$ cat src/hdl/uaf_consts.vh
// Constants for the serial transceiver address filter and register block.
// Assumes inclusion by plain Verilog-2005 design files only.
`ifndef UAF_CONSTS_VH
`define UAF_CONSTS_VH
// Register selects on the cpu port
`define UAF_SEL_DATA 2'h0
`define UAF_SEL_CSA 2'h1
`define UAF_SEL_CSB 2'h2
`define UAF_SEL_SHARED 2'h3
// Control/status A bit positions
`define UAF_CSA_RXC 7
`define UAF_CSA_TXC 6
`define UAF_CSA_TXE 5
`define UAF_CSA_FE 4
`define UAF_CSA_DOR 3
`define UAF_CSA_PE 2
`define UAF_CSA_U2X 1
`define UAF_CSA_MPC 0
`define UAF_CSA_RESET 8'h20
// Control B bit positions (own layout)
`define UAF_CSB_RXCIE 7
`define UAF_CSB_TXCIE 6
`define UAF_CSB_RXEN 4
`define UAF_CSB_TXEN 3
`define UAF_CSB_SZ2 2
`define UAF_CSB_RX9 1
`define UAF_CSB_TX9 0
// Shared location
`define UAF_SEL_BIT 7
`define UAF_CSC_RESET 8'h86
`define UAF_CSC_STOP2 3
`define UAF_CSC_SYNC 6
// Baud timing
`define UAF_OVS_NORMAL 5'h10
`define UAF_OVS_DOUBLE 5'h08
`endif

$ cat src/hdl/uaf_fifo2.v
// Two-entry receive FIFO; each entry holds data, ninth bit and error flags.
// Assumes one clock; push and pop are single-cycle strobes from the owner.
`timescale 1ns/100ps
module uaf_fifo2 (
  input wire clk_sys_i,
  input wire resetn_i,
  input wire flush_i,
  input wire in_valid_i,
  output wire in_ready_o,
  input wire [11:0] in_data_i,
  output wire out_valid_o,
  input wire out_ready_i,
  output reg [11:0] out_data_o
);
  reg [11:0] mem [0:1];
  reg wr_ptr;
  reg rd_ptr;
  reg [1:0] count;
  wire push;
  wire pop;

  // Handshake terms
  assign in_ready_o = (count != 2'h2);
  assign out_valid_o = (count != 2'h0);
  assign push = in_valid_i & in_ready_o;
  assign pop = out_valid_o & out_ready_i;

  // Storage, pointers and registered head
  always @(posedge clk_sys_i or negedge resetn_i) begin
    if (!resetn_i) begin
      wr_ptr <= 1'b0;
      rd_ptr <= 1'b0;
      count <= 2'h0;
      out_data_o <= 12'h000;
      mem[0] <= 12'h000;
      mem[1] <= 12'h000;
    end else if (flush_i) begin
      wr_ptr <= 1'b0;
      rd_ptr <= 1'b0;
      count <= 2'h0;
      out_data_o <= 12'h000;
    end else begin
      if (push) begin
        mem[wr_ptr] <= in_data_i;
        wr_ptr <= ~wr_ptr;
      end
      if (pop) begin
        rd_ptr <= ~rd_ptr;
      end
      count <= count + {1'b0, push} - {1'b0, pop};
      // Head register tracks the next entry to be read
      if (pop && count == 2'h2) begin
        out_data_o <= mem[~rd_ptr];
      end else if (push && (count == 2'h0 || (pop && count == 2'h1))) begin
        out_data_o <= in_data_i;
      end
    end
  end
endmodule

$ cat src/hdl/uaf_usart.v
// Serial transceiver: address filter, register port, tx buffer, rx FIFO.
// Assumes a cpu port with single-cycle rd/wr strobes and an async line in.
// Functional notes
// - Filter drops non-address frames when enabled
// - Five to eight bits: first stop marks type
// - Nine bits: ninth bit marks type
// - Type one is address, zero data
// - Transmitter ignores filter enable
// - Shared write chooses by top bit
// - Back-to-back read returns control C
// - Data write to tx, read from rx
// - Unused upper bits ignored, read zero
// - Write while tx full is ignored
// - Buffer moves to shifter when empty
// - Receive FIFO two entries, any access advances
// - Rx complete tracks buffer; disable flushes
// - Tx complete sets on idle, write-one clears
// - Tx empty flag, one after reset
// - Framing flag from head stop bit
// - Overrun when full, shifter waits, start
// - Double rate halves oversample divisor
// - Rx interrupt needs enable, global, flag
`timescale 1ns/100ps
`include "uaf_consts.vh"
module uaf_usart (
  input wire clk_sys_i,
  input wire resetn_i,
  input wire [1:0] reg_sel_i,
  input wire reg_wr_i,
  input wire reg_rd_i,
  input wire [7:0] reg_wdata_i,
  output reg [7:0] reg_rdata_o,
  input wire global_int_en_i,
  input wire txc_int_ack_i,
  input wire serial_in_pin_i,
  output reg serial_out_pin_o,
  output wire rx_int_o,
  output wire txc_int_o
);
  // ----------------------------------------------------------------
  // Registers
  // ----------------------------------------------------------------
  reg mpc;
  reg u2x;
  reg tx_complete;
  reg [7:0] csb;
  reg [7:0] csc;
  reg [3:0] baud_div_high;
  reg [7:0] baud_div_low;
  reg shared_rd_last;
  reg [8:0] tx_buf;
  reg tx_full;
  reg in_s1, in_s2;
  wire rx_en = csb[`UAF_CSB_RXEN];
  wire tx_en = csb[`UAF_CSB_TXEN];
  wire nine = csb[`UAF_CSB_SZ2] & (csc[2:1] == 2'h3);
  wire [3:0] nbits = nine ? 4'h9 : {2'b00, csc[2:1]} + 4'h5;
  wire [4:0] ovs = u2x ? `UAF_OVS_DOUBLE : `UAF_OVS_NORMAL;
  wire [11:0] baud_div = {baud_div_high, baud_div_low};

  // Receive FIFO wires
  wire fifo_in_ready, fifo_out_valid;
  wire [11:0] fifo_head;
  reg rx_hold;
  reg [11:0] rx_hold_data;
  reg dor_pending;
  wire data_rd = reg_rd_i && reg_sel_i == `UAF_SEL_DATA;
  wire data_access = (reg_rd_i | reg_wr_i) && reg_sel_i == `UAF_SEL_DATA;

  // Head of FIFO pops on any access to the data location
  uaf_fifo2 u_fifo (
    .clk_sys_i(clk_sys_i),
    .resetn_i(resetn_i),
    .flush_i(~rx_en),
    .in_valid_i(rx_hold),
    .in_ready_o(fifo_in_ready),
    .in_data_i(rx_hold_data),
    .out_valid_o(fifo_out_valid),
    .out_ready_i(data_access),
    .out_data_o(fifo_head)
  );

  // Interrupt requests
  assign rx_int_o = csb[`UAF_CSB_RXCIE] & global_int_en_i & fifo_out_valid;
  assign txc_int_o = csb[`UAF_CSB_TXCIE] & global_int_en_i & tx_complete;

  // ----------------------------------------------------------------
  // Baud tick generator
  // ----------------------------------------------------------------
  reg [11:0] baud_cnt;
  reg os_tick;
  always @(posedge clk_sys_i or negedge resetn_i) begin
    if (!resetn_i) begin
      baud_cnt <= 12'h000;
      os_tick <= 1'b0;
    end else begin
      os_tick <= (baud_cnt == 12'h000);
      baud_cnt <= (baud_cnt == 12'h000) ? baud_div : baud_cnt - 12'h001;
    end
  end

  // ----------------------------------------------------------------
  // Transmitter: buffer into shifter, frame out
  // ----------------------------------------------------------------
  reg [11:0] tx_sr;
  reg [3:0] tx_left;
  reg [4:0] tx_os;
  reg tx_busy;
  wire tx_frame_done = tx_busy && os_tick && tx_os == 5'h00 && tx_left == 4'h0;
  wire [3:0] stop_n = csc[`UAF_CSC_STOP2] ? 4'h2 : 4'h1;
  reg [8:0] tx_mask;
  integer i;
  always @* begin
    for (i = 0; i < 9; i = i + 1) begin
      tx_mask[i] = (i < nbits);
    end
  end
  wire [8:0] tx_bits = tx_buf & tx_mask;
  wire tx_load = tx_en && tx_full && (!tx_busy || tx_frame_done);
  wire data_wr = reg_wr_i && reg_sel_i == `UAF_SEL_DATA;

  always @(posedge clk_sys_i or negedge resetn_i) begin
    if (!resetn_i) begin
      tx_sr <= 12'hFFF;
      tx_left <= 4'h0;
      tx_os <= 5'h00;
      tx_busy <= 1'b0;
      serial_out_pin_o <= 1'b1;
      tx_buf <= 9'h000;
      tx_full <= 1'b0;
    end else begin
      if (data_wr && !tx_full) begin
        tx_buf <= {csb[`UAF_CSB_TX9], reg_wdata_i};
        tx_full <= 1'b1;
      end else if (tx_load) begin
        tx_full <= 1'b0;
      end
      if (tx_load) begin
        // Data LSB first, then stop bits; ninth bit rides at position 8
        tx_sr <= {3'h7, tx_bits} >> 0;
        tx_left <= nbits + stop_n;
        tx_os <= ovs - 5'h01;
        tx_busy <= 1'b1;
        serial_out_pin_o <= 1'b0;
      end else if (tx_frame_done) begin
        tx_busy <= 1'b0;
        serial_out_pin_o <= 1'b1;
      end else if (tx_busy && os_tick) begin
        if (tx_os == 5'h00) begin
          tx_os <= ovs - 5'h01;
          tx_left <= tx_left - 4'h1;
          serial_out_pin_o <= (tx_left > stop_n) ? tx_sr[0] : 1'b1;
          tx_sr <= {1'b1, tx_sr[11:1]};
        end else begin
          tx_os <= tx_os - 5'h01;
        end
      end
      if (!tx_en && !tx_busy) begin
        serial_out_pin_o <= 1'b1;
      end
    end
  end

  // ----------------------------------------------------------------
  // Receiver: sample, assemble, classify, filter
  // ----------------------------------------------------------------
  reg [1:0] rx_st;
  localparam RX_IDLE = 2'h0;
  localparam RX_START = 2'h1;
  localparam RX_BITS = 2'h2;
  reg [4:0] rx_os;
  reg [3:0] rx_idx;
  reg [8:0] rx_sr;
  reg par_bit;
  wire parity_en = csc[5];
  wire [3:0] rx_total = nbits + {3'h0, parity_en};
  wire [4:0] half = {1'b0, ovs[4:1]};
  wire rx_at_stop = (rx_idx == rx_total);
  wire stop_bit = in_s2;
  wire type_bit = nine ? rx_sr[8] : stop_bit;
  wire is_addr = type_bit;
  wire par_err = parity_en & ((^(rx_sr & tx_mask)) ^ par_bit ^ csc[4]);

  // Line synchroniser
  always @(posedge clk_sys_i or negedge resetn_i) begin
    if (!resetn_i) begin
      in_s1 <= 1'b1;
      in_s2 <= 1'b1;
    end else begin
      in_s1 <= serial_in_pin_i;
      in_s2 <= in_s1;
    end
  end

  always @(posedge clk_sys_i or negedge resetn_i) begin
    if (!resetn_i) begin
      rx_st <= RX_IDLE;
      rx_os <= 5'h00;
      rx_idx <= 4'h0;
      rx_sr <= 9'h000;
      par_bit <= 1'b0;
      rx_hold <= 1'b0;
      rx_hold_data <= 12'h000;
      dor_pending <= 1'b0;
    end else if (!rx_en) begin
      rx_st <= RX_IDLE;
      rx_hold <= 1'b0;
      dor_pending <= 1'b0;
    end else begin
      // Shift register waits until the FIFO has room
      if (rx_hold && fifo_in_ready) begin
        rx_hold <= 1'b0;
        dor_pending <= 1'b0;
      end
      case (rx_st)
        RX_IDLE: begin
          if (!in_s2) begin
            if (rx_hold && !fifo_in_ready) begin
              dor_pending <= 1'b1;
            end
            rx_st <= RX_START;
            rx_os <= half;
          end
        end
        RX_START: begin
          if (os_tick) begin
            if (rx_os == 5'h00) begin
              rx_st <= in_s2 ? RX_IDLE : RX_BITS;
              rx_os <= ovs - 5'h01;
              rx_idx <= 4'h0;
              rx_sr <= 9'h000;
            end else begin
              rx_os <= rx_os - 5'h01;
            end
          end
        end
        RX_BITS: begin
          if (os_tick) begin
            if (rx_os == 5'h00) begin
              rx_os <= ovs - 5'h01;
              rx_idx <= rx_idx + 4'h1;
              if (rx_at_stop) begin
                rx_st <= RX_IDLE;
                // Non-address frames dropped while filtering
                if (!mpc || is_addr) begin
                  rx_hold <= 1'b1;
                  // Entry: {pe, dor, fe, ninth, data}; upper bits zero
                  rx_hold_data <= {par_err, dor_pending, ~stop_bit, rx_sr & tx_mask};
                end
              end else if (rx_idx < nbits) begin
                rx_sr[rx_idx] <= in_s2;
              end else begin
                par_bit <= in_s2;
              end
            end else begin
              rx_os <= rx_os - 5'h01;
            end
          end
        end
        default: rx_st <= RX_IDLE;
      endcase
    end
  end

  // ----------------------------------------------------------------
  // Control registers and shared location
  // ----------------------------------------------------------------
  wire csa_wr = reg_wr_i && reg_sel_i == `UAF_SEL_CSA;
  always @(posedge clk_sys_i or negedge resetn_i) begin
    if (!resetn_i) begin
      mpc <= 1'b0;
      u2x <= 1'b0;
      tx_complete <= 1'b0;
      csb <= 8'h00;
      csc <= `UAF_CSC_RESET;
      baud_div_high <= 4'h0;
      baud_div_low <= 8'h00;
      shared_rd_last <= 1'b0;
    end else begin
      shared_rd_last <= reg_rd_i && reg_sel_i == `UAF_SEL_SHARED;
      if (csa_wr) begin
        mpc <= reg_wdata_i[`UAF_CSA_MPC];
        u2x <= reg_wdata_i[`UAF_CSA_U2X];
      end
      // Completion set wins over ack or write-one clear
      if (tx_frame_done && !tx_full) begin
        tx_complete <= 1'b1;
      end else if (txc_int_ack_i || (csa_wr && reg_wdata_i[`UAF_CSA_TXC])) begin
        tx_complete <= 1'b0;
      end
      if (reg_wr_i && reg_sel_i == `UAF_SEL_CSB) begin
        csb <= reg_wdata_i;
      end
      if (reg_wr_i && reg_sel_i == `UAF_SEL_SHARED) begin
        if (reg_wdata_i[`UAF_SEL_BIT]) begin
          csc <= reg_wdata_i;
        end else begin
          baud_div_high <= reg_wdata_i[3:0];
        end
      end
      // Low baud byte held: a shared-select write with top bit zero keeps its value
      if (reg_wr_i && reg_sel_i == `UAF_SEL_SHARED && !reg_wdata_i[`UAF_SEL_BIT]) begin
        baud_div_low <= baud_div_low;
      end
    end
  end

  // Read data mux, registered
  always @(posedge clk_sys_i or negedge resetn_i) begin
    if (!resetn_i) begin
      reg_rdata_o <= 8'h00;
    end else if (reg_rd_i) begin
      case (reg_sel_i)
        `UAF_SEL_DATA: reg_rdata_o <= fifo_head[7:0];
        `UAF_SEL_CSA: reg_rdata_o <= {fifo_out_valid, tx_complete, ~tx_full,
          fifo_head[9] & fifo_out_valid, fifo_head[10] & fifo_out_valid,
          fifo_head[11] & fifo_out_valid, u2x, mpc};
        `UAF_SEL_CSB: reg_rdata_o <= {csb[7:2], fifo_head[8], csb[0]};
        `UAF_SEL_SHARED: reg_rdata_o <= shared_rd_last ? {1'b1, csc[6:0]}
          : {4'h0, baud_div_high};
        default: reg_rdata_o <= 8'h00;
      endcase
    end
  end
endmodule

$ cat config.mk
export PLATFORM = sky130hd
export DESIGN_NAME = uaf_usart
export DESIGN_NICKNAME = d
export VERILOG_FILES = /design/src/hdl/uaf_fifo2.v /design/src/hdl/uaf_usart.v
export VERILOG_INCLUDE_DIRS = /design/src /design/src/hdl
export SDC_FILE = /design/constraint.sdc
export NUM_CORES = 1
export LEC_CHECK = 0
export BUFFER_PORTS_ARGS = -buffer_cell sky130_fd_sc_hd__buf_4
export CAP_MARGIN = 20
export CORE_MARGIN = 1
export CORE_UTILIZATION = 56
export DETAILED_ROUTE_END_ITERATION = 7
export GPL_TIMING_DRIVEN = 0
export PLACE_DENSITY = 0.73
export SYNTH_ARGS = -nofsm -noshare
export SYNTH_HDL_FRONTEND = slang
export SYNTH_SLANG_ARGS = --single-unit
$ cat constraint.sdc
create_clock -name clk_sys_i -period 7.3 [get_ports clk_sys_i]
set_input_delay 0.365 -clock clk_sys_i [delete_from_list [all_inputs] [get_ports clk_sys_i]]
set_output_delay 0.365 -clock clk_sys_i [all_outputs]
set_load 0.03 [all_outputs]
# [After elaboration in Yosys (flattened, before gate mapping)]
# Cells that the tools add are included.
[word_totals] regBits=154 latch_bits=0 ramBits=0 mem_bits_ro=0 input_bits=17 word_cells=260 memories=0
[classes] n_addsub=11 multipliers=0 div_mod_pow=0 order_cmp=16 n_eq_ne=28 shift=0 mux=85 n_bitwise=25 n_reduce_logical=62
[ops] op="2-to-1 mux 12 bit" count=12
[ops] op="2-to-1 mux 9 bit" count=6
[ops] op="2-to-1 mux 5 bit" count=8
[ops] op="2-to-1 mux 4 bit" count=9
[ops] op="case mux 8 bit (4 select lines)" count=1
[ops] op="2-to-1 mux 1 bit" count=30
[ops] op="bitwise mux 24 bit" count=1
[ops] op="AND reduction 6 bit" count=4
[ops] op="logical AND 1 bit" count=22
[ops] op="2-to-1 mux 2 bit" count=10
[ops] op="AND 9 bit" count=2
[ops] op="!= test 3 bit (second input constant)" count=6
[ops] op="case mux 9 bit (2 select lines)" count=1
[ops] op="less-than comparator 3 x 4 -> 1 bit (first input constant)" count=4
[ops] op="!= test 2 bit (second input constant)" count=8
[ops] op="nonzero test 2 bit" count=8
[ops] op="subtractor 5 x 1 -> 5 bit (second input constant)" count=3
[ops] op="demux 12 bit (select 1 bit)" count=1
[ops] op="zero test 12 bit" count=1
[ops] op="subtractor 12 x 1 -> 12 bit (second input constant)" count=1
[ops] op="AND 1 bit" count=11
[ops] op="== test 2 bit (second input constant)" count=5
[ops] op="zero test 5 bit" count=2
[ops] op="case mux 5 bit (2 select lines)" count=1
[ops] op="40 further kinds" count=70

# [Logic depth before layout (Yosys ltp)]
[depth] ltp_word=10 mapped_depth=11

# [By module]
# Synthesis repeated with hierarchy kept, for this count alone.
[hier_totals] cells_unflattened=692 hier_area_um2=7858.8
[modules_own_cells] module="uaf_usart" instances=1 cells_each=546 area_per_inst_um2=5896.9 seq_area_each_um2=2770.2
[modules_own_cells] module="uaf_fifo2" instances=1 cells_each=146 area_per_inst_um2=1961.9 seq_area_each_um2=1001.0

# [Least setup slack after synthesis]
# OpenSTA, ideal clock, no wires.
[synth_timing] path_type="register to register" start="register csc[1]" end="register rx_sr[4]" setup_ns=0.094 t_arrival_ns=2.738 path_slack_ns=4.468 stages_incl_launch_ff=11 path_buffers=0 cell_sequence="dfstp_2 -> ha_1 -> a21boi_0 -> inv_1 -> ha_1 -> fa_1 -> and3b_1 -> o211ai_2 -> nor4b_4 -> a41oi_1 -> a211oi_1"
[synth_via] elab_chain_len=7
[synth_rtl] item="start, declared" line_no="uaf_usart.v:47" source="reg [7:0] csc;"
[synth_rtl] item="start signal, assigned" line_no="uaf_usart.v:275" source="csc <= `UAF_CSC_RESET;"
[synth_rtl] item="start signal, assigned" line_no="uaf_usart.v:296" source="csc <= reg_wdata_i;"
[synth_rtl] item="parallel branches: the longest is 2 deep, another holds adder 2 x 3 -> 4 bit"
[synth_rtl] item="2-to-1 mux 4 bit (*)" line_no="uaf_usart.v:57" source="wire [3:0] nbits = nine ? 4'h9 : {2'b00, csc[2:1]} + 4'h5;"
[synth_rtl] item="adder 4 x 1 -> 4 bit" line_no="uaf_usart.v:176" source="wire [3:0] rx_total = nbits + {3'h0, parity_en};"
[synth_rtl] item="== test 4 bit" line_no="uaf_usart.v:178" source="wire rx_at_stop = (rx_idx == rx_total);"
[synth_rtl] item="!= test 2 bit (no source line)"
[synth_rtl] item="AND reduction 8 bit (no source line) (*)"
[synth_rtl] item="end signal, assigned by index" line_no="uaf_usart.v:251" source="rx_sr[rx_idx] <= in_s2;"
[synth_rtl] item="end, declared" line_no="uaf_usart.v:173" source="reg [8:0] rx_sr;"
# Every way passes the cells marked *.
# A chain may end at the register's enable or synchronous reset.

# [Final worst setup path]
[layout_timing] start="register csc[1]" end="register rx_sr[6]"
# The elaborated chain is that of the path after synthesis.

==> reports/metrics.csv <==
stage,metric,value,unit
outcome,status,finished clean,
floorplan,die_area,14600,um^2
floorplan,coreArea,13800,um^2
yosys,yosys.area_share.adder,5.10,%
route,ant_nets,0,
yosys,avgSynthCellArea,11.5,um^2
sta,fin_skew,14.6,ps
layout,final_area,8960,um^2
pwr,seqPwrFrac,44.0,%
route,drt_wl_total,17000,um
pwr,pwr-share-comb,22.0,%
sta,timing.final.crit_share,46.1,%
clock_network,clockBufferDepth,2,
layout,final_util,64.8,%
clock_network,clock_latency,430,ps
yosys,ys_seq_area_share,47.7,%
clock_network,clk_pin_slew,60,ps
placed_design,numPortBuffers,25,
worst_hold_path,hold_depth,1,
clock_network,postCtsSetupRepairBufs,0,
sta,fin_setup_tns,0,ps
floorplan,dieHeight,121,um
yosys,synth_mux_area_share,17.3,%
yosys,synth-async-reset-ratio,100,%
placed_design,dp_hpwl,12100,um
route,viasPerCell,5.92,
yosys,synth.distinct_cells,76,
layout,antenna_cells,0,
sta,rsz0062_at_grt,false,
yosys,synthSimpleGateAreaFrac,12.0,%
route,drc_errors,0,
pwr,ir_drop,0.178,mV
grt,grt-ovfl-total,0,
sta,maxSlewViolCount,0,
sta,period_minus_slack,3370,ps
worst_setup_path,r2r_cells,10,
worst_setup_path,endpoint_kind,flop,
worst_setup_path,worstPathArrival,3680,ps
placed_design,placed_cell_area,8350,um^2
pwr,p_clk_share,34.0,%
route,drt_first_pass_iters,5,
worst_hold_path,hp-class,input pin to flop,
pwr,leakage,4.00,nW
pwr,internal-power,1.79,mW
placed_design,place.gp.congestion,0.866,
layout,fin_nets,779,
pwr,p_sw,825,uW
yosys,synth-edff-count,0,
worst_hold_path,min_from,serial_in_pin_i,
sta,setup_viol,0,
layout,syn2layout_area_growth,13.3,%
flow_run,drv_cap,0,
yosys,ys.warnings.count,0,
pwr,p_per_area,292,nW/um^2
grt,grt_pass1_wl,28300,um
yosys,syn_area,7900,um^2
route,wl_per_cell,18.4,um
grt,grt_usage,25.6,%
yosys,synth_top_flop_cell,dfrtp_1,
worst_setup_path,critPathLaunchType,flop,
yosys,synthXorXnorAreaFrac,2.61,%
grt,grt_max_degree,105,
layout,post_route_cells_drive_above_1_share,27.3,%
clock_network,htree_levels,4,
sta,hold_viol,0,
worst_setup_path,path_class,flop to flop,
grt,grt_pass1_vias,5494,
pwr,p_total,2.61,mW
clock_network,cts_buffers,17,
clock_network,cts.sinks,150,
floorplan,die_width,121,um
floorplan,initial_core_util,57.2,%
layout,mostFrequentLayoutCell,dfrtp_1,
clock_network,cts-root-buf,clkbuf_16,
yosys,synth_top_family_by_area,multiplexers,
yosys,ys_ff_latch,150,
floorplan,rows,43,
worst_setup_path,critical_path.max_fanout,9,
yosys,synthCells,685,
worst_setup_path,worstReg2RegStart,csc[1]$_DFFE_PN1P_,
route,vias,5467,
layout,final_cell_mix,"dfrtp_1 (136), mux2_2 (93), nor2_1 (45)",
yosys,syn-num-nets,733,
floorplan,ioPinCount,28,
pwr,sw_frac_of_total,31.6,%
worst_setup_path,critPathLaunch,csc[1]$_DFFE_PN1P_,
sta,fmax,0.297,GHz
sta,slew_headroom,52.4,%
grt,antenna_found_initial,0,
clock_network,cts_tree,yes,
worst_setup_path,critPathRequiredTime,7610,ps
route,drtIter0Drc,437,
sta,worstMarginPinSlew,711,ps
yosys,synth_compound_area_share,11.2,%
==> what timing repair did <==
| action | 4_1_cts | 5_1_grt |
|---|---|---|
| hold buffers | 1 | 0 |
| endpoints found under the hold margin | 44 | 0 |
| resized for setup | 0 | 0 |
==> state kept, by name, indices dropped and copies added, names as in the netlist, 8 cells and up <==
register	cells
rx_hold_data	12
tx_sr	9
reg_rdata_o	8
baud_cnt	12
tx_buf	9
u_fifo.out_data_o	12
u_fifo.mem	24
rx_sr	9
==> per-stage QoR <==
stage          setup WS, ps  hold slack, ps  cells
2_1_floorplan          4470            69.4    685
3_3_place_gp           4100             346    890
3_5_place_dp           3930             330    891
4_1_cts                3930            31.3    924
5_1_grt                3680            37.0    924
6_report               3930            48.9    924
==> power groups by stage <==
| stage | clock, mW | sequential (mW) | combinational [mW] |
|---|---|---|---|
| after floorplan | 0 | 1.13 | 0.413 |
| after global placement | 0 | 1.15 | 0.540 |
| after detailed placement | 0 | 1.16 | 0.572 |
| after CTS | 0.904 | 1.15 | 0.578 |
| after global routing | 0.940 | 1.17 | 0.644 |
| final | 0.889 | 1.15 | 0.575 |
==> cell families (layout without fill, tap and decap cells) <==
logic type               count (synthesis)  after routing
multiplexers                           116            116
buffers and inverters                   64            123
XOR/XNOR                                22             22
adder cells (fa/ha/maj)                 31             31
AND/OR/NAND/NOR                        172            172
AO/OA/AOI/OAI                          130            130
flip-flops                             150            150
==> cell usage after synthesis (12+ instances only) <==
cell type | count | area share [%]
mux2_2 | 93 | 13
dfstp_2 | 14 | 4.7
clkbuf_1 | 12 | 0.57
xnor2_1 | 15 | 1.7
ha_1 | 29 | 4.6
o21ai_0 | 34 | 2.2
mux2i_1 | 15 | 1.9
nor2_1 | 45 | 2.1
a31oi_1 | 14 | 1.1
dfrtp_1 | 136 | 43
nand2_1 | 44 | 2.1
a21oi_1 | 21 | 1.3
inv_1 | 36 | 1.7
==> critical path: stages, from the launching register on <==
cell and delay (ps):
dfstp_2 420, ha_1 310, a21boi_0 280, inv_1 110, ha_1 200, fa_1 370, and3b_1 200, o211ai_2 340
nor4b_4 520, a41oi_1 190, a211oi_1 300
==> routing by layer <==
metal / routed length [um] / global-route usage (%) / vias to the layer above
met2: 8440 / 41.8 / 120
met1: 7800 / 34.3 / 2737
met3: 565 / 4.58 / 22
met4: 239 / 8.80 / 0
met5: 0 / 0 / -
li1: - / - / 2588
==> cell type report <==
type	count	area (um^2)
fill	1054	4870
multi-input combinational	471	3810
inverter	37	139
sequential	150	3770
timing repair buffer	27	229
buffer	27	179
tap	180	225
clock buffer	18	439
clock inverter	14	161
==> final timing paths <==
check                           slack, ps                         end
worst max-delay path                 3930        rx_sr[6]$_DFFE_PN0P_
worst min-delay path                   50             in_s1$_DFF_PN1_
worst max register to register       3930        rx_sr[6]$_DFFE_PN0P_
worst min register to register        360             in_s2$_DFF_PN1_
max in group asynchronous            5990        tx_sr[8]$_DFFE_PN1P_
min in group asynchronous             450  u_fifo.mem[22]$_DFFE_PN0P_
Note: power is estimated with default switching activity, not from simulation.
